`config.mk`:
```
export PLATFORM = sky130hd
export DESIGN_NAME = dbc_codec_top
export DESIGN_NICKNAME = d
export VERILOG_FILES = /design/src/hw/dbc_pkg.sv /design/src/hw/dbc_fifo.sv /design/src/hw/dbc_rx_decode.sv /design/src/hw/dbc_codec_top.sv
export VERILOG_INCLUDE_DIRS = /design/src /design/src/hw
export SDC_FILE = /design/constraint.sdc
export NUM_CORES = 1
export LEC_CHECK = 0
export CORE_AREA = 2 2 188 190
export DETAILED_ROUTE_END_ITERATION = 8
export DIE_AREA = 0 0 190 192
export DONT_BUFFER_PORTS = 1
export MAX_ROUTING_LAYER = met4
export PLACE_DENSITY = 0.72
export RECOVER_POWER = 25
export SLEW_MARGIN = 20
export SYNTH_ARGS = -nofsm -noshare
export SYNTH_HDL_FRONTEND = slang
export SYNTH_SLANG_ARGS = --single-unit
```
`constraint.sdc`:
```
create_clock -name I_CLK -period 52.6 [get_ports I_CLK]
set_clock_uncertainty 0.2 [all_clocks]
set_input_delay 13.15 -clock I_CLK [delete_from_list [all_inputs] [get_ports I_CLK]]
set_output_delay 13.15 -clock I_CLK [all_outputs]
set_load 0.02 [all_outputs]
```
`src/hw/dbc_consts.svh`:
```
`ifndef DBC_CONSTS_SVH
`define DBC_CONSTS_SVH

// ----------------------------------------
// Word geometry
// ----------------------------------------
`define DBC_WORD_BITS     20
`define DBC_WFIELD_BITS   16
`define DBC_CFIELD_BITS   4
`define DBC_CTRL_BITS     14
`define DBC_CTRL_LO_BITS  7
`define DBC_WORD_LAST     5'h13
`define DBC_HALF_ONES     5'h0A

// ----------------------------------------
// Coding fields, c0 is the leftmost digit
// ----------------------------------------
`define DBC_C_DATA_F0     4'hD
`define DBC_C_DATA_F1     4'hB
`define DBC_C_CTRL_F0     4'h3
`define DBC_C_CTRL_F1     4'h5
`define DBC_W78_CTRL      2'h1

// ----------------------------------------
// Idle word fields, w0 is the leftmost digit
// ----------------------------------------
`define DBC_IDLE_A        16'hFF80
`define DBC_IDLE_B        16'hFE00

// ----------------------------------------
// Range dividers, scrambler, accumulator and queue
// ----------------------------------------
`define DBC_DIV1_LAST     2'h0
`define DBC_DIV2_LAST     2'h1
`define DBC_DIV4_LAST     2'h3
`define DBC_TEST_CLK_SEL  2'h3
`define DBC_SCR_LEN       7
`define DBC_SCR_TAP_A     6
`define DBC_SCR_TAP_B     4
`define DBC_DISP_BITS     8
`define DBC_FIFO_DEPTH    8

`endif

```
`src/hw/dbc_pkg.sv`:
```
`include "dbc_consts.svh"

package dbc_pkg;

	// ----------------------------------------
	// Types
	// ----------------------------------------
	typedef enum logic [1:0] {
		KIND_IDLE = 2'b00,
		KIND_DATA = 2'b01,
		KIND_CTRL = 2'b10,
		KIND_ERR  = 2'b11
	} dbc_kind_e;

	typedef enum logic {
		RXS_WAIT_LOCK = 1'b0,
		RXS_TRACK     = 1'b1
	} dbc_rx_state_e;

	typedef logic [0:`DBC_WORD_BITS-1] dbc_line_t;
	typedef logic [`DBC_SCR_LEN-1:0]   dbc_scr_t;

	typedef struct packed {
		logic        dv;
		logic        cv;
		logic        flag;
		logic [15:0] data;
	} dbc_tx_entry_s;

	typedef struct packed {
		dbc_kind_e   kind;
		logic        line_flag;
		logic [15:0] data;
	} dbc_rx_word_s;

	// ----------------------------------------
	// Shared functions
	// ----------------------------------------
	function automatic logic scr_mask(input dbc_scr_t hist);
		return hist[`DBC_SCR_TAP_A] ^ hist[`DBC_SCR_TAP_B];
	endfunction : scr_mask

	function automatic logic [1:0] range_last(input logic [1:0] sel);
		if (sel[1])
			return `DBC_DIV4_LAST;
		else if (sel[0])
			return `DBC_DIV2_LAST;
		else
			return `DBC_DIV1_LAST;
	endfunction : range_last

endpackage : dbc_pkg

```
`src/hw/dbc_fifo.sv`:
```
`timescale 1ns/1ps
`default_nettype none

module dbc_fifo #(
	parameter int WIDTH = 19,
	parameter int DEPTH = 8
) (
	// Clock and reset
	input  wire logic             i_clk,
	input  wire logic             i_arst_n,
	// Fill side
	input  wire logic             i_in_valid,
	output var  logic             o_in_ready,
	input  wire logic [WIDTH-1:0] i_in_data,
	// Drain side
	output var  logic             o_out_valid,
	input  wire logic             i_out_ready,
	output var  logic [WIDTH-1:0] o_out_data
);
	localparam int AW = (DEPTH > 1) ? $clog2(DEPTH) : 1;
	localparam int CW = $clog2(DEPTH + 1);

	logic [WIDTH-1:0] mem [DEPTH];
	logic [AW-1:0]    wr_ptr_reg;
	logic [AW-1:0]    rd_ptr_reg;
	logic [CW-1:0]    count_reg;
	logic [CW-1:0]    count_next;
	logic             push;
	logic             pop;

	function automatic logic [AW-1:0] ptr_inc(input logic [AW-1:0] p);
		return (p == AW'(DEPTH - 1)) ? '0 : AW'(p + 1'b1);
	endfunction : ptr_inc

	assign push        = i_in_valid & o_in_ready;
	assign pop         = o_out_valid & i_out_ready;
	assign o_out_valid = (count_reg != '0);
	assign o_out_data  = mem[rd_ptr_reg];
	assign count_next  = CW'(count_reg + CW'(push) - CW'(pop));

	always_ff @(posedge i_clk) begin
		if (push)
			mem[wr_ptr_reg] <= i_in_data;
	end

	always_ff @(posedge i_clk or negedge i_arst_n) begin
		if (!i_arst_n) begin
			wr_ptr_reg <= '0;
			rd_ptr_reg <= '0;
			count_reg  <= '0;
			o_in_ready <= 1'b0;
		end else begin
			if (push)
				wr_ptr_reg <= ptr_inc(wr_ptr_reg);
			if (pop)
				rd_ptr_reg <= ptr_inc(rd_ptr_reg);
			count_reg  <= count_next;
			// Registered ready, so it reflects the count after this edge
			o_in_ready <= (count_next < CW'(DEPTH));
		end
	end

endmodule : dbc_fifo

`default_nettype wire

```
`src/hw/dbc_rx_decode.sv`:
```
`timescale 1ns/1ps
`default_nettype none

module dbc_rx_decode
	import dbc_pkg::*;
(
	// Received word, w0 already restored
	input  wire logic           i_esm,
	input  wire dbc_pkg::dbc_line_t i_word,
	// Decoded result
	output var  dbc_pkg::dbc_rx_word_s o_dec
);
	logic [0:15] wf;
	logic [0:3]  cf;
	logic [1:0]  w78;
	logic        inv;

	assign wf  = i_word[0:15];
	assign cf  = i_word[16:19];
	assign w78 = {wf[7], wf[8]};

	always_comb begin
		logic [0:15] tw;
		tw = '0;
		inv = 1'b0;
		o_dec.kind = KIND_ERR;
		o_dec.line_flag = 1'b0;
		o_dec.data = '0;
		// Coding field plus w7 w8 classify the word
		unique case (cf)
			`DBC_C_DATA_F0, ~`DBC_C_DATA_F0: begin
				o_dec.kind = KIND_DATA;
				inv = (cf == ~`DBC_C_DATA_F0);
			end
			`DBC_C_DATA_F1, ~`DBC_C_DATA_F1: begin
				o_dec.kind = KIND_DATA;
				o_dec.line_flag = 1'b1;
				inv = (cf == ~`DBC_C_DATA_F1);
			end
			`DBC_C_CTRL_F0: begin
				if (w78 == `DBC_W78_CTRL)
					o_dec.kind = KIND_CTRL;
				else if (w78[0] == w78[1])
					o_dec.kind = KIND_IDLE;
			end
			~`DBC_C_CTRL_F0: begin
				inv = 1'b1;
				if (w78 == ~`DBC_W78_CTRL)
					o_dec.kind = KIND_CTRL;
			end
			`DBC_C_CTRL_F1: begin
				o_dec.line_flag = 1'b1;
				if (i_esm && w78 == `DBC_W78_CTRL)
					o_dec.kind = KIND_CTRL;
				else if (i_esm && w78[0] == w78[1])
					o_dec.kind = KIND_IDLE;
			end
			~`DBC_C_CTRL_F1: begin
				o_dec.line_flag = 1'b1;
				inv = 1'b1;
				if (i_esm && w78 == ~`DBC_W78_CTRL)
					o_dec.kind = KIND_CTRL;
			end
			default: o_dec.kind = KIND_ERR;
		endcase
		tw = inv ? ~wf : wf;
		if (o_dec.kind == KIND_DATA) begin
			for (int i = 0; i < 16; i++)
				o_dec.data[i] = tw[i];
		end else if (o_dec.kind == KIND_CTRL) begin
			// Drop w7 w8 so control bits are contiguous
			for (int i = 0; i < `DBC_CTRL_LO_BITS; i++)
				o_dec.data[i] = tw[i];
			for (int i = `DBC_CTRL_LO_BITS; i < `DBC_CTRL_BITS; i++)
				o_dec.data[i] = tw[i+2];
		end
	end

endmodule : dbc_rx_decode

`default_nettype wire

```
`src/hw/dbc_codec_top.sv`:
```
// Summary of operation
// - Word is 16 w bits then 4 c bits
// - Data word: bits in w, flag picks c
// - Control: 14 bits, w7w8 01, flag c
// - Queue inputs, take one per word tick
// - Valids select data, control or idle
// - Invert when word sign equals history
// - Idle words are never inverted
// - Extra bit enabled: flag is 17th bit
// - Extra bit disabled: flag alternates per data
// - Idle A if sign low, B if high
// - Enhanced mode scrambles flag end to end
// - Enhanced mode scrambles and restores w0
// - Bad c1c2 or control middle is error
// - Serial rate divided by 1, 2, 4
// - External serial clock replaces oscillator
// - Word rate derived from serial clock
// - Receiver test clock when both selects high
// - Track bits only after lock indicated
// - Classify by c field and w7 w8
// - Undo inversion before presenting word
// - Control bits realigned onto outputs 0..13
// - Data, control indicators; idle all low
// - Empty queue means send idle
// - w0 first through c3 last
// - Plain mode: control and idle flagless
// - Resync word boundary on code errors
`timescale 1ns/1ps
`default_nettype none

module dbc_codec_top
	import dbc_pkg::*;
#(
	parameter int FIFO_DEPTH = `DBC_FIFO_DEPTH
) (
	// Clock and reset
	input  wire logic        I_CLK,
	input  wire logic        I_ARST_N,
	// Transmit user port
	input  wire logic [15:0] I_TX_DATA,
	input  wire logic        I_TX_DATA_WORD_VALID,
	input  wire logic        I_TX_CONTROL_WORD_VALID,
	input  wire logic        I_TX_EXTRA_BIT_IN,
	output var  logic        O_TX_READY,
	// Transmit configuration
	input  wire logic        I_TX_EXTRA_BIT_ENABLE,
	input  wire logic        I_ENHANCED_SIMPLEX_ENABLE,
	input  wire logic        I_EXTERNAL_SERIAL_CLOCK_SELECT,
	input  wire logic        I_TX_WORD_CLOCK_IN,
	input  wire logic        I_TX_RANGE_SELECT_HI,
	input  wire logic        I_TX_RANGE_SELECT_LO,
	// Serial line
	output var  logic        O_SERIAL_LINE_OUT,
	input  wire logic        I_SERIAL_LINE_IN,
	// Receive configuration
	input  wire logic        I_RX_RANGE_SELECT_HI,
	input  wire logic        I_RX_RANGE_SELECT_LO,
	input  wire logic        I_RX_TEST_CLOCK_IN,
	input  wire logic        I_RX_FREQ_LOCKED,
	input  wire logic        I_WORD_RESYNC_DISABLE,
	// Receive user port
	output var  logic [15:0] O_RX_WORD,
	output var  logic        O_RX_FLAG,
	output var  logic        O_RX_DATA_WORD_SEEN,
	output var  logic        O_RX_CONTROL_WORD_SEEN,
	output var  logic        O_RX_CODE_ERROR,
	output var  logic        O_RX_WORD_STROBE,
	output var  logic        O_RX_TRACKING
);
	import dbc_pkg::*;

	// ----------------------------------------
	// Declarations
	// ----------------------------------------
	logic [1:0]      tx_sel;
	logic [1:0]      rx_sel;
	logic            tx_clk_prev_reg;
	logic            rx_clk_prev_reg;
	logic            tx_src;
	logic            rx_src;
	logic            rx_test_mode;
	logic [1:0]      tx_div_reg;
	logic [1:0]      rx_div_reg;
	logic [1:0]      rx_last;
	logic            tx_bit_tick_reg;
	logic            rx_bit_tick_reg;
	logic [4:0]      tx_bit_cnt_reg;
	logic            tx_word_tick;
	dbc_line_t       tx_sh_reg;
	dbc_tx_entry_s   fifo_in;
	dbc_tx_entry_s   head;
	logic            head_valid;
	dbc_kind_e       tx_kind;
	logic            oe_toggle_reg;
	logic            flag_raw;
	logic            flag_line;
	logic [0:15]     wf_true;
	logic [0:3]      cf_true;
	dbc_line_t       word_true;
	dbc_line_t       word_line;
	logic [4:0]      ones;
	logic            word_sign;
	logic            do_invert;
	logic signed [`DBC_DISP_BITS-1:0] acc_reg;
	logic signed [`DBC_DISP_BITS-1:0] acc_next;
	logic            accumulated_sign;
	dbc_scr_t        tx_flag_hist_reg;
	dbc_scr_t        tx_w0_hist_reg;
	dbc_rx_state_e   rx_state_reg;
	dbc_line_t       rx_sh_reg;
	dbc_line_t       rx_sh_next;
	dbc_line_t       rx_restored;
	logic [4:0]      rx_bit_cnt_reg;
	logic            rx_word_done;
	dbc_rx_word_s    rx_dec;
	logic            rx_err;
	dbc_scr_t        rx_flag_hist_reg;
	dbc_scr_t        rx_w0_hist_reg;

	// ----------------------------------------
	// Transmit clocking
	// ----------------------------------------
	assign tx_sel       = {I_TX_RANGE_SELECT_HI, I_TX_RANGE_SELECT_LO};
	// External serial clock is for diagnostics; its rising edges
	// stand in for the oscillator
	assign tx_src       = I_EXTERNAL_SERIAL_CLOCK_SELECT ?
		(I_TX_WORD_CLOCK_IN & ~tx_clk_prev_reg) : 1'b1;
	assign tx_word_tick = tx_bit_tick_reg && (tx_bit_cnt_reg == `DBC_WORD_LAST);

	always_ff @(posedge I_CLK or negedge I_ARST_N) begin
		if (!I_ARST_N) begin
			tx_clk_prev_reg <= 1'b0;
			tx_div_reg      <= '0;
			tx_bit_tick_reg <= 1'b0;
		end else begin
			tx_clk_prev_reg <= I_TX_WORD_CLOCK_IN;
			tx_bit_tick_reg <= 1'b0;
			if (tx_src) begin
				if (tx_div_reg >= range_last(tx_sel)) begin
					tx_div_reg      <= '0;
					tx_bit_tick_reg <= 1'b1;
				end else begin
					tx_div_reg <= tx_div_reg + 2'h1;
				end
			end
		end
	end

	// ----------------------------------------
	// Transmit queue
	// ----------------------------------------
	assign fifo_in = '{dv: I_TX_DATA_WORD_VALID, cv: I_TX_CONTROL_WORD_VALID,
		flag: I_TX_EXTRA_BIT_IN, data: I_TX_DATA};

	// Only real words are queued; an empty queue yields idle words
	dbc_fifo #(
		.WIDTH ($bits(dbc_tx_entry_s)),
		.DEPTH (FIFO_DEPTH)
	) u_tx_fifo (
		.i_clk       (I_CLK),
		.i_arst_n    (I_ARST_N),
		.i_in_valid  (I_TX_DATA_WORD_VALID | I_TX_CONTROL_WORD_VALID),
		.o_in_ready  (O_TX_READY),
		.i_in_data   (fifo_in),
		.o_out_valid (head_valid),
		.i_out_ready (tx_word_tick),
		.o_out_data  (head)
	);

	// ----------------------------------------
	// Transmit encoder
	// ----------------------------------------
	assign accumulated_sign = acc_reg[`DBC_DISP_BITS-1];

	always_comb begin
		if (head_valid && head.dv)
			tx_kind = KIND_DATA;
		else if (head_valid && head.cv)
			tx_kind = KIND_CTRL;
		else
			tx_kind = KIND_IDLE;
	end

	always_comb begin
		flag_raw = 1'b0;
		if (tx_kind == KIND_DATA)
			flag_raw = I_TX_EXTRA_BIT_ENABLE ? head.flag : oe_toggle_reg;
		flag_line = flag_raw;
		if (I_ENHANCED_SIMPLEX_ENABLE)
			flag_line = flag_raw ^ scr_mask(tx_flag_hist_reg);
	end

	always_comb begin
		wf_true = '0;
		cf_true = `DBC_C_CTRL_F0;
		unique case (tx_kind)
			KIND_DATA: begin
				for (int i = 0; i < 16; i++)
					wf_true[i] = head.data[i];
				cf_true = flag_line ? `DBC_C_DATA_F1 : `DBC_C_DATA_F0;
			end
			KIND_CTRL: begin
				for (int i = 0; i < `DBC_CTRL_LO_BITS; i++)
					wf_true[i] = head.data[i];
				{wf_true[7], wf_true[8]} = `DBC_W78_CTRL;
				for (int i = `DBC_CTRL_LO_BITS; i < `DBC_CTRL_BITS; i++)
					wf_true[i+2] = head.data[i];
				if (I_ENHANCED_SIMPLEX_ENABLE && flag_line)
					cf_true = `DBC_C_CTRL_F1;
			end
			KIND_IDLE: begin
				wf_true = accumulated_sign ? `DBC_IDLE_B : `DBC_IDLE_A;
				if (I_ENHANCED_SIMPLEX_ENABLE && flag_line)
					cf_true = `DBC_C_CTRL_F1;
			end
			default: wf_true = '0;
		endcase
	end

	assign word_true = {wf_true, cf_true};

	always_comb begin
		ones = '0;
		for (int i = 0; i < `DBC_WORD_BITS; i++)
			ones = 5'(ones + 5'(word_true[i]));
	end

	// The accumulator counts zeros up and ones down, so its sign bit is
	// high once ones lead; idle A then pulls a zero-heavy line back to
	// balance. A word's sign uses the same sense: high when ones lead
	assign word_sign = (ones > `DBC_HALF_ONES);
	assign do_invert = (tx_kind != KIND_IDLE) && (word_sign == accumulated_sign);

	always_comb begin
		word_line = do_invert ? ~word_true : word_true;
		if (I_ENHANCED_SIMPLEX_ENABLE)
			word_line[0] = word_line[0] ^ scr_mask(tx_w0_hist_reg);
	end

	always_comb begin
		acc_next = acc_reg;
		for (int i = 0; i < `DBC_WORD_BITS; i++)
			acc_next = word_line[i] ? `DBC_DISP_BITS'(acc_next - 1) :
				`DBC_DISP_BITS'(acc_next + 1);
	end

	always_ff @(posedge I_CLK or negedge I_ARST_N) begin
		if (!I_ARST_N) begin
			acc_reg          <= '0;
			oe_toggle_reg    <= 1'b0;
			tx_flag_hist_reg <= '0;
			tx_w0_hist_reg   <= '0;
		end else if (tx_word_tick) begin
			acc_reg          <= acc_next;
			if (tx_kind == KIND_DATA)
				oe_toggle_reg <= ~oe_toggle_reg;
			tx_flag_hist_reg <= {tx_flag_hist_reg[`DBC_SCR_LEN-2:0], flag_line};
			tx_w0_hist_reg   <= {tx_w0_hist_reg[`DBC_SCR_LEN-2:0], word_line[0]};
		end
	end

	// ----------------------------------------
	// Serializer
	// ----------------------------------------
	always_ff @(posedge I_CLK or negedge I_ARST_N) begin
		if (!I_ARST_N) begin
			tx_bit_cnt_reg    <= `DBC_WORD_LAST;
			tx_sh_reg         <= '0;
			O_SERIAL_LINE_OUT <= 1'b0;
		end else if (tx_bit_tick_reg) begin
			if (tx_word_tick) begin
				tx_bit_cnt_reg    <= '0;
				O_SERIAL_LINE_OUT <= word_line[0];
				tx_sh_reg         <= {word_line[1:19], 1'b0};
			end else begin
				tx_bit_cnt_reg    <= tx_bit_cnt_reg + 5'h01;
				O_SERIAL_LINE_OUT <= tx_sh_reg[0];
				tx_sh_reg         <= {tx_sh_reg[1:19], 1'b0};
			end
		end
	end

	// ----------------------------------------
	// Receive clocking
	// ----------------------------------------
	assign rx_sel       = {I_RX_RANGE_SELECT_HI, I_RX_RANGE_SELECT_LO};
	assign rx_test_mode = (rx_sel == `DBC_TEST_CLK_SEL);
	assign rx_src       = rx_test_mode ?
		(I_RX_TEST_CLOCK_IN & ~rx_clk_prev_reg) : 1'b1;
	assign rx_last      = rx_test_mode ? `DBC_DIV1_LAST : range_last(rx_sel);

	always_ff @(posedge I_CLK or negedge I_ARST_N) begin
		if (!I_ARST_N) begin
			rx_clk_prev_reg <= 1'b0;
			rx_div_reg      <= '0;
			rx_bit_tick_reg <= 1'b0;
		end else begin
			rx_clk_prev_reg <= I_RX_TEST_CLOCK_IN;
			rx_bit_tick_reg <= 1'b0;
			if (rx_src) begin
				if (rx_div_reg >= rx_last) begin
					rx_div_reg      <= '0;
					rx_bit_tick_reg <= 1'b1;
				end else begin
					rx_div_reg <= rx_div_reg + 2'h1;
				end
			end
		end
	end

	// ----------------------------------------
	// Receive lock and word alignment
	// ----------------------------------------
	always_ff @(posedge I_CLK or negedge I_ARST_N) begin
		if (!I_ARST_N) begin
			rx_state_reg <= RXS_WAIT_LOCK;
		end else begin
			unique case (rx_state_reg)
				RXS_WAIT_LOCK: if (I_RX_FREQ_LOCKED) rx_state_reg <= RXS_TRACK;
				RXS_TRACK:     if (!I_RX_FREQ_LOCKED) rx_state_reg <= RXS_WAIT_LOCK;
			endcase
		end
	end

	assign rx_sh_next   = {rx_sh_reg[1:19], I_SERIAL_LINE_IN};
	assign rx_word_done = rx_bit_tick_reg && (rx_state_reg == RXS_TRACK) &&
		(rx_bit_cnt_reg == `DBC_WORD_LAST);

	always_comb begin
		rx_restored = rx_sh_next;
		if (I_ENHANCED_SIMPLEX_ENABLE)
			rx_restored[0] = rx_sh_next[0] ^ scr_mask(rx_w0_hist_reg);
	end

	dbc_rx_decode u_rx_decode (
		.i_esm  (I_ENHANCED_SIMPLEX_ENABLE),
		.i_word (rx_restored),
		.o_dec  (rx_dec)
	);

	assign rx_err = (rx_dec.kind == KIND_ERR);

	// On an error the window slides one bit and is checked again,
	// which hunts for the boundary bit by bit
	always_ff @(posedge I_CLK or negedge I_ARST_N) begin
		if (!I_ARST_N) begin
			rx_sh_reg      <= '0;
			rx_bit_cnt_reg <= '0;
		end else if (rx_state_reg != RXS_TRACK) begin
			rx_bit_cnt_reg <= '0;
		end else if (rx_bit_tick_reg) begin
			rx_sh_reg <= rx_sh_next;
			if (rx_word_done && rx_err && !I_WORD_RESYNC_DISABLE)
				rx_bit_cnt_reg <= `DBC_WORD_LAST;
			else if (rx_word_done)
				rx_bit_cnt_reg <= '0;
			else
				rx_bit_cnt_reg <= rx_bit_cnt_reg + 5'h01;
		end
	end

	always_ff @(posedge I_CLK or negedge I_ARST_N) begin
		if (!I_ARST_N) begin
			rx_flag_hist_reg <= '0;
			rx_w0_hist_reg   <= '0;
		end else if (rx_word_done && !rx_err) begin
			rx_flag_hist_reg <= {rx_flag_hist_reg[`DBC_SCR_LEN-2:0], rx_dec.line_flag};
			rx_w0_hist_reg   <= {rx_w0_hist_reg[`DBC_SCR_LEN-2:0], rx_sh_next[0]};
		end
	end

	// ----------------------------------------
	// Receive user outputs
	// ----------------------------------------
	always_ff @(posedge I_CLK or negedge I_ARST_N) begin
		if (!I_ARST_N) begin
			O_RX_WORD              <= '0;
			O_RX_FLAG              <= 1'b0;
			O_RX_DATA_WORD_SEEN    <= 1'b0;
			O_RX_CONTROL_WORD_SEEN <= 1'b0;
			O_RX_CODE_ERROR        <= 1'b0;
			O_RX_WORD_STROBE       <= 1'b0;
			O_RX_TRACKING          <= 1'b0;
		end else begin
			O_RX_TRACKING    <= (rx_state_reg == RXS_TRACK);
			O_RX_WORD_STROBE <= rx_word_done;
			if (rx_word_done) begin
				O_RX_WORD              <= rx_dec.data;
				O_RX_DATA_WORD_SEEN    <= (rx_dec.kind == KIND_DATA);
				O_RX_CONTROL_WORD_SEEN <= (rx_dec.kind == KIND_CTRL);
				O_RX_CODE_ERROR        <= rx_err;
				// Flag reaches the user only with data words
				if (rx_dec.kind == KIND_DATA)
					O_RX_FLAG <= I_ENHANCED_SIMPLEX_ENABLE ?
						(rx_dec.line_flag ^ scr_mask(rx_flag_hist_reg)) :
						rx_dec.line_flag;
				else
					O_RX_FLAG <= 1'b0;
			end
		end
	end

endmodule : dbc_codec_top

`default_nettype wire

```
# ---- After elaboration in Yosys (flattened, before gate mapping)
# Memories as Yosys holds them, arrays and structs flattened.
# Index checks and enable logic that the tools add are counted.
dict set report word_totals {
  ram_bits 152
  reg_bits 129
  n_memories 1
  out_inout_bits 24
}
# name depth word_bits read_ports rd_ports_with_merged_regs wr line
set mem_list {}
lappend mem_list {u_tx_fifo.mem 8 19 1 0 1 dbc_fifo.sv:23} ;# logic [WIDTH-1:0] mem [DEPTH];
dict set report op_classes {
  reduce_logical 26
  addsub 67
  order_cmp 4
  bitwise_logic 18
  n_eq_ne 23
  mux 74
}
# operator n
set ops {}
lappend ops {{8-bit by 2-bit adder with 8-bit output (second input constant)} 20}
lappend ops {{8-bit two-way mux} 20}
lappend ops {{8-bit by 2-bit subtractor with 8-bit output (second input constant)} 20}
lappend ops {{5-bit by 1-bit adder with 5-bit output} 15}
lappend ops {{16-bit one-hot mux with 3 select lines} 1}
lappend ops {{20-bit two-way mux} 2}
lappend ops {{14-bit two-way mux} 2}
lappend ops {{2-bit two-way mux} 13}
lappend ops {{5-bit two-way mux} 5}
lappend ops {{1-bit two-way mux} 22}
lappend ops {{20-bit NOT} 1}
lappend ops {{4-bit == test (second input constant)} 4}
lappend ops {{16-bit two-way mux} 1}
lappend ops {{16-bit NOT} 1}
lappend ops {{1-bit logical AND} 13}
lappend ops {{3-bit two-way mux} 4}
lappend ops {{5-bit by 1-bit adder with 5-bit output (second input constant)} 2}
lappend ops {{2-bit == test (second input constant)} 5}
lappend ops {{5-bit == test (second input constant)} 2}
lappend ops {{2-bit one-hot mux with 5 select lines} 1}
lappend ops {{9-bit two-way mux} 1}
lappend ops {{4-bit by 2-bit == test with 1-bit output (second input constant)} 2}
lappend ops {{4-bit by 3-bit == test with 1-bit output (second input constant)} 2}
lappend ops {{4-bit one-hot mux with 2 select lines} 1}
lappend ops {{27 further kinds} 52}

# ---- Depth between registers and ports, before layout
# Gate-level depths: netlist (run 1).
dict set report depth {
  ltp_word 70
  depth_mapped 96
  depth_no_buf 94
}

# ---- Modules after synthesis
# From an unflattened synthesis (run 1), not the netlist that was laid out.
dict set report unflattened {
  cells_unflattened 1595
  area_unflattened_um2 18139.9
}
# mod area_each_um2 instances cells_each
set modules_own_cells {}
lappend modules_own_cells {dbc_codec_top 10986.8 1 1234}
lappend modules_own_cells {dbc_fifo 6486.2 1 281}
lappend modules_own_cells {dbc_rx_decode 666.9 1 80}

# ---- Worst setup path after synthesis (run 1)
# No wires, ideal clock.
dict set report synth_timing {
  path_type {input to register}
  startpoint {input port I_TX_EXTRA_BIT_ENABLE}
  endpoint {register acc_reg[7]}
  stages 85
  arrival_time_ns 31.134
  setup_time_ns 0.076
  setup_slack_ns 21.190
  required_ns 52.324
  cell_sequence {nor2_1 a31o_2 nand2_1 xor2_1 fa_1 inv_1 fa_1 fa_1 inv_1 fa_1 ha_1 fa_1 a21boi_1 a32o_1 or4_4 buf_6 a31oi_1 nor3b_2 [... 49 more ...] ha_1 nand3b_1 o21ai_0 a311oi_1 o211ai_1 ha_1 inv_1 and3_1 a2111oi_0 o211ai_1 ha_1 a21o_1 a31oi_1 xnor2_1 xnor2_1 xnor2_1 xnor3_1 o21ai_1}
}
dict set report synth_between {
  elab_chain_len 55
}
# item line
set synth_rtl {}
lappend synth_rtl {{from (decl)} dbc_codec_top.sv:46} ;# input wire logic I_TX_EXTRA_BIT_ENABLE,
lappend synth_rtl {{1-bit two-way mux *} dbc_codec_top.sv:187} ;# flag_raw = I_TX_EXTRA_BIT_ENABLE ? head.flag : oe_toggle_reg;
lappend synth_rtl {{1-bit two-way mux *} dbc_codec_top.sv:186} ;# if (tx_kind == KIND_DATA)
lappend synth_rtl {{1-bit bitwise XOR} dbc_codec_top.sv:190} ;# flag_line = flag_raw ^ scr_mask(tx_flag_hist_reg);
lappend synth_rtl {{1-bit two-way mux *} dbc_codec_top.sv:189} ;# if (I_ENHANCED_SIMPLEX_ENABLE)
lappend synth_rtl {{1-bit logical AND} {dbc_codec_top.sv:208, dbc_codec_top.sv:213}}
lappend synth_rtl {{3-bit two-way mux} {dbc_codec_top.sv:208, dbc_codec_top.sv:213}}
lappend synth_rtl {{4-bit one-hot mux with 2 select lines *} dbc_codec_top.sv:196} ;# unique case (tx_kind)
lappend synth_rtl {{5-bit by 1-bit adder with 5-bit output} dbc_codec_top.sv:225} ;# ones = 5'(ones + 5'(word_true[i]));
lappend synth_rtl {{[... 8 more ...]} n/a}
lappend synth_rtl {{net word_line[19]} dbc_codec_top.sv:100} ;# dbc_line_t word_line;
lappend synth_rtl {{[... 31 more ...]} n/a}
lappend synth_rtl {{8-bit by 2-bit adder with 8-bit output / 8-bit by 2-bit subtractor with 8-bit output (equally long branches)} {dbc_codec_top.sv:244, dbc_codec_top.sv:243}}
lappend synth_rtl {{8-bit two-way mux *} dbc_codec_top.sv:243} ;# acc_next = word_line[i] ? `DBC_DISP_BITS'(acc_next - 1) :
lappend synth_rtl {{8-bit by 2-bit adder with 8-bit output / 8-bit by 2-bit subtractor with 8-bit output (equally long branches)} {dbc_codec_top.sv:244, dbc_codec_top.sv:243}}
lappend synth_rtl {{8-bit two-way mux *} dbc_codec_top.sv:243}
lappend synth_rtl {{8-bit by 2-bit adder with 8-bit output / 8-bit by 2-bit subtractor with 8-bit output (equally long branches)} {dbc_codec_top.sv:244, dbc_codec_top.sv:243}}
lappend synth_rtl {{8-bit two-way mux *} dbc_codec_top.sv:243}
lappend synth_rtl {{8-bit by 2-bit adder with 8-bit output / 8-bit by 2-bit subtractor with 8-bit output (equally long branches)} {dbc_codec_top.sv:244, dbc_codec_top.sv:243}}
lappend synth_rtl {{8-bit two-way mux *} dbc_codec_top.sv:243}
lappend synth_rtl {{to (signal assigned)} dbc_codec_top.sv:254} ;# acc_reg <= acc_next;
lappend synth_rtl {{to (decl)} dbc_codec_top.sv:104} ;# logic signed [`DBC_DISP_BITS-1:0] acc_reg;
# The timed path passes the listed nets; every way through them passes the cells marked *.
# A chain may end at the register's enable or synchronous reset.

# ---- Final worst setup path (run 1)
# Same ends and word-level chain as after synthesis.

==> out/summary.txt, run 1 <==
Layout Area Growth over Synthesis = 8.31%
Main combinational cell family by area after synthesis = adder cells
Setup bufs post-CTS = 0
Site Rows = 68
Fmax = 30.5 MHz
Critical path's slowest cell = a21oi_1
CTS max path bufs = 3
Hold-fix buffers, CTS = 0
Core area = 34,300 um^2
Slew margin rel. = -0.350
Synth Cell Area = 17,000 um^2
Antenna diode count = 0
RSZ-0062 raised after global routing = no
Drt wl/cell = 16.8 um
Post-synth ARST share = 0.455
Most used DFF post-synth = edfxtp_1
Commonest cells after routing, fill and taps aside = nand2_1, edfxtp_1, ha_1
Final setup TNS = 0 ps
Die Wd = 190 um
Syn_nets = 1,720
Most used cell, CP = ha_1
Failing checks = capacitance limit, slew limit
Vias/cell = 5.58
Yosys reg bits = 279
CTS tree = done
Drt total wl = 33.6 mm
Commonest non-fill, non-tap cell in the layout = nand2_1
Endpoints failing setup = 0
Die H = 192 um
WS Path Type = in -> reg
Crit start category = input port
Number of global-route vias before repair = 11,000
Die area = 36,500 um^2
YS warnings = 0
Root Buffer = clkbuf_16
Synth Area in Adders = 0.126
TritonRoute pass-1 iters = 5
Gr ovfl total = 0
Worst Path Max Fanout = 16
Post-Synthesis Cells = 1,524
Largest net degree at the start of global routing = 128
Filler cell count = 2,863
Seq/Total Area, Yosys = 0.455
Io pins = 57
Worst Path Required = 52,860 ps
Crit. End Element = register
Nets = 1,724
First-pass GRT wire length = 55.3 mm
PortBufs = 0
Vias = 11,200
DR iter-0 viols = 648
Simple-gate area share of the yosys netlist = 0.0960
Global placement routability congestion = 0.827
DRC violations left = 0
Worst-margin pin slew = 2030 ps
CP arrival = 33,080 ps
Total CTS buffers = 28
Avg Inst Size Synth = 11.2 um^2
Post-DP HPWL = 23.7 mm
Layout cell share with drive strength beyond 1 = 0.0962
Clock transition at path regs = 70 ps
Max-cap violations = 2
Initial antenna violation count = 0
Synth cell types = 69
Outcome = finished with violations
Gates resized, CTS repair = 0
Number of synthesized flops with an enable pin = 152
Final period util = 0.624
Gr usage total = 0.192
Compound-Gate Fraction of Synth Area = 0.116
Synth Area in XOR/XNOR = 0.0814
Initial Util = 0.496
Worst-skew pair later-pin latency = 550 ps
CTS sink cnt = 279
Slowest stage delay, CP = 770 ps
Pins Over Slew Limit = 78
Final ANT Viol Nets = 0
Minimum clock period = 32,820 ps
Endpoints failing hold = 0
Worst min-delay path class = reg -> reg
Max reg flops = 152
H-tree level count = 1
Mux contribution to synthesized area = 0.0923
synthesized netlist by cell type (all sizes together) (6+ instances only):
master / instances / area [um^2]
nand2: 180 / 676
o31ai: 6 / 45.0
a31o: 7 / 61.3
xor2: 34 / 298
mux4: 30 / 676
a21boi: 6 / 48.8
dfrtp: 124 / 3100
fa: 14 / 280
ha: 149 / 1860
o21ai: 83 / 415
o21bai: 24 / 180
a21oi: 88 / 440
a31oi: 17 / 106
nand4: 11 / 68.8
nand2b: 16 / 100
mux2: 38 / 428
mux2i: 45 / 467
buf: 17 / 114
clkbuf: 26 / 97.6
o22ai: 10 / 62.6
xnor2: 114 / 998
edfxtp: 152 / 4560
o21a: 27 / 203
nand3b: 10 / 75.1
inv: 93 / 349
nor2: 77 / 289
nand3: 7 / 35.0
nor3: 22 / 110
a21o: 16 / 120
nor3b: 8 / 65.1
through the flow:
step | cells | cell area, um^2 | hold slack (ps) | util | worst slack [ps]
2_1_floorplan | 1524 | 17000 | 239 | - | 21190
3_3_place_gp | 1953 | 17500 | 247 | 0.511 | 19990
3_5_place_dp | 1953 | 17500 | 254 | 0.511 | 19320
4_1_cts | 2004 | 18400 | 269 | 0.538 | 19900
5_1_grt | 2004 | 18400 | 288 | 0.538 | 18300
6_report | 2004 | 18400 | 263 | 0.538 | 19780
routing by layer:
| metal | vias up | global-route usage | share of wire |
|---|---|---|---|
| met5 | - | - | 0 |
| met4 | 0 | 0.0408 | 0.017 |
| met3 | 39 | 0.0252 | 0.041 |
| met2 | 171 | 0.326 | 0.49 |
| met1 | 5471 | 0.249 | 0.45 |
| li1 | 5500 | - | - |
area by class of cell:
class | instances | area (um^2) | share of cell area
Timing Repair Buffer | 17 | 120 | 0.00652
Sequential cell | 279 | 7750 | 0.420
Clock inverter | 13 | 125 | 0.00679
Multi-Input combinational cell | 1109 | 8740 | 0.474
Clock buffer | 38 | 788 | 0.0428
Inverter | 93 | 349 | 0.0189
Tap cell | 455 | 569 | 0.0309
worst max-delay path, delay by kind of cell:
kind,cells,cell delay (ps)
buffers and inverters,7,560
adder cells (fa/ha/maj),26,9030
AO/OA/AOI/OAI,21,4220
AND/OR/NAND/NOR,13,2300
XOR/XNOR,19,3790
path summary, 6_finish.rpt:
check | startpoint | end | slack, ps | depth (start not counted)
max | I_TX_EXTRA_BIT_ENABLE | acc_reg[7] | 19780 | 86
min | tx_w0_hist_reg[1] | tx_w0_hist_reg[2] | 260 | 2
max reg2reg | u_tx_fifo.rd_ptr_reg[0] | acc_reg[7] | 29850 | 90
min reg2reg | tx_w0_hist_reg[1] | tx_w0_hist_reg[2] | 260 | 2
max in group asynchronous | I_ARST_N | tx_bit_cnt_reg[0] | 39890 | 0
min in group asynchronous | I_ARST_N | tx_w0_hist_reg[2] | 12100 | 0
kinds of logic after synthesis:
family,count (synthesis)
adders and majority gates,163
muxes,113
buffers and inverters,136
xor gates and xnor gates,152
AOI/OAI and AO/OA,319
DFF,279
and+or+nand+nor,362
Power of run 1 is not shown: default switching activity piles up to over one toggle a cycle in this logic, so the estimate is an artifact.
==> inputs of run 2 (changes only) <==
--- a/config.mk
+++ b/config.mk
@@ -11,7 +11,7 @@
 export DIE_AREA = 0 0 190 192
 export DONT_BUFFER_PORTS = 1
 export MAX_ROUTING_LAYER = met4
-export PLACE_DENSITY = 0.72
+export PLACE_DENSITY = 0.75
 export RECOVER_POWER = 25
 export SLEW_MARGIN = 20
 export SYNTH_ARGS = -nofsm -noshare
==> constraint.sdc (replaced) <==
create_clock -name I_CLK -period 29.3 [get_ports I_CLK]
set_clock_uncertainty 0.2 [all_clocks]
set_input_delay 7.325 -clock I_CLK [delete_from_list [all_inputs] [get_ports I_CLK]]
set_output_delay 7.325 -clock I_CLK [all_outputs]
set_load 0.02 [all_outputs]
==> run 2 against run 1 <==
The run still ends with capacitance limit, slew limit left. Core utilization rose by 0.055 points. Register-to-register slack got worse by 23000 ps. Cell count barely moved. Critical path depth did not move. Via count rose by 1.5%. Critical endpoint unchanged.
==> out/summary.txt, run 2 (synthesis results as in run 1) <==
Pins Over Slew Limit = 78
Worst-margin pin slew = 2070 ps
FF-to-FF setup slack = 6600 ps
Worst Path Required = 29,570 ps
Die area = 36,500 um^2
Crit start category = input port
CTS max path bufs = 3
Commonest cells after routing, fill and taps aside = nand2_1, edfxtp_1, ha_1
Placed insts = 1,954
RSZ-0062 raised after global routing = no
Final Non-Filler Cells = 2,006
Initial Util = 0.496
Root Buffer = clkbuf_16
Final period util = 0.917
Slew margin rel. = -0.382
Worst-skew pair later-pin latency = 560 ps
Critical path's slowest cell = a21oi_1
Drt total wl = 34.8 mm
Fin area = 18,500 um^2
Fmax = 37.2 MHz
Final ANT Viol Nets = 0
Layout Area Growth over Synthesis = 8.42%
H-tree level count = 1
Worst Path Max Fanout = 16
TritonRoute pass-1 iters = 5
Worst min-delay path class = reg -> reg
Gr ovfl total = 0
Layout cell share with drive strength beyond 1 = 0.0993
Io pins = 57
Initial antenna violation count = 0
Drt wl/cell = 17.4 um
Vias = 11,300
Slowest stage delay, CP = 780 ps
Hold-fix buffers, CTS = 0
WS Path Type = in -> reg
Crit. End Element = register
Die Wd = 190 um
Endpoints failing hold = 0
First-pass GRT wire length = 56.7 mm
Failing checks = capacitance limit, slew limit
Min-Delay Path Depth = 2
Commonest non-fill, non-tap cell in the layout = nand2_1
Die H = 192 um
PortBufs = 0
Setup bufs post-CTS = 0
Post-placement cell area = 17,500 um^2
Gates resized, CTS repair = 0
DRC violations left = 0
Minimum clock period = 26,860 ps
Outcome = finished with violations
Max-cap violations = 2
Site Rows = 68
CTS tree = done
Clock transition at path regs = 70 ps
DR iter-0 viols = 687
Vias/cell = 5.66
Number of global-route vias before repair = 11,400
Endpoints failing setup = 0
Total CTS buffers = 29
Core area = 34,300 um^2
Max reg flops = 152
R2R depth = 91
Antenna diode count = 0
CP arrival = 27,130 ps
Final setup TNS = 0 ps
Nets = 1,726
Global placement routability congestion = 0.862
Post-DP HPWL = 24.5 mm
CTS sink cnt = 279
Largest net degree at the start of global routing = 128
Gr usage total = 0.199
Most used cell, CP = ha_1
[run 2: cell count changes in the layout (fill, tap and decap cells not counted), sizes merged]
cell | previous run | this run
clkinv | 9 | 11
buf | 15 | 16
inv | 93 | 97
clkinvlp | 2 | 3
clkbuf | 40 | 34
[run 2: cell type report]
type                            count  area, um^2
Fill cell                        2880       15800
Multi-Input combinational cell   1109        8740
Sequential cell                   279        7750
Clock buffer                       32         737
Tap cell                          455         569
Inverter                           93         349
Clock inverter                     20         180
Timing Repair Buffer               18         128
[run 2: final timing paths]
kind,from,to
max,I_TX_EXTRA_BIT_ENABLE,acc_reg[7]
min,tx_flag_hist_reg[5],tx_flag_hist_reg[6]
max reg2reg,u_tx_fifo.count_reg[2],acc_reg[7]
min reg2reg,tx_flag_hist_reg[5],tx_flag_hist_reg[6]
max in group asynchronous,I_ARST_N,tx_bit_cnt_reg[4]
min in group asynchronous,I_ARST_N,tx_w0_hist_reg[1]
[run 2: stage by stage]
step	hold WS [ps]	utilization	worst slack (ps)
final	265	0.538	2440
after global routing	298	0.538	935
after CTS	266	0.538	2550
after detailed placement	255	0.512	1970
after global placement	247	0.512	2610
after floorplan	239	-	3710
[run 2: metal layers]
layer | track usage | share of wire
met4 | 0.0680 | 0.033
met2 | 0.341 | 0.50
met3 | 0.0274 | 0.039
met5 | - | 0
met1 | 0.243 | 0.43
[run 2: worst max-delay path: cells and delay by family]
kind / cells / cell delay [ps]
adder cells (fa/ha/maj): 26 / 8990
XOR/XNOR: 19 / 3620
AND/OR/NAND/NOR: 13 / 2300
buffers and inverters: 7 / 570
AO/OA/AOI/OAI: 21 / 4310
Power of run 2 is left out for the same reason.
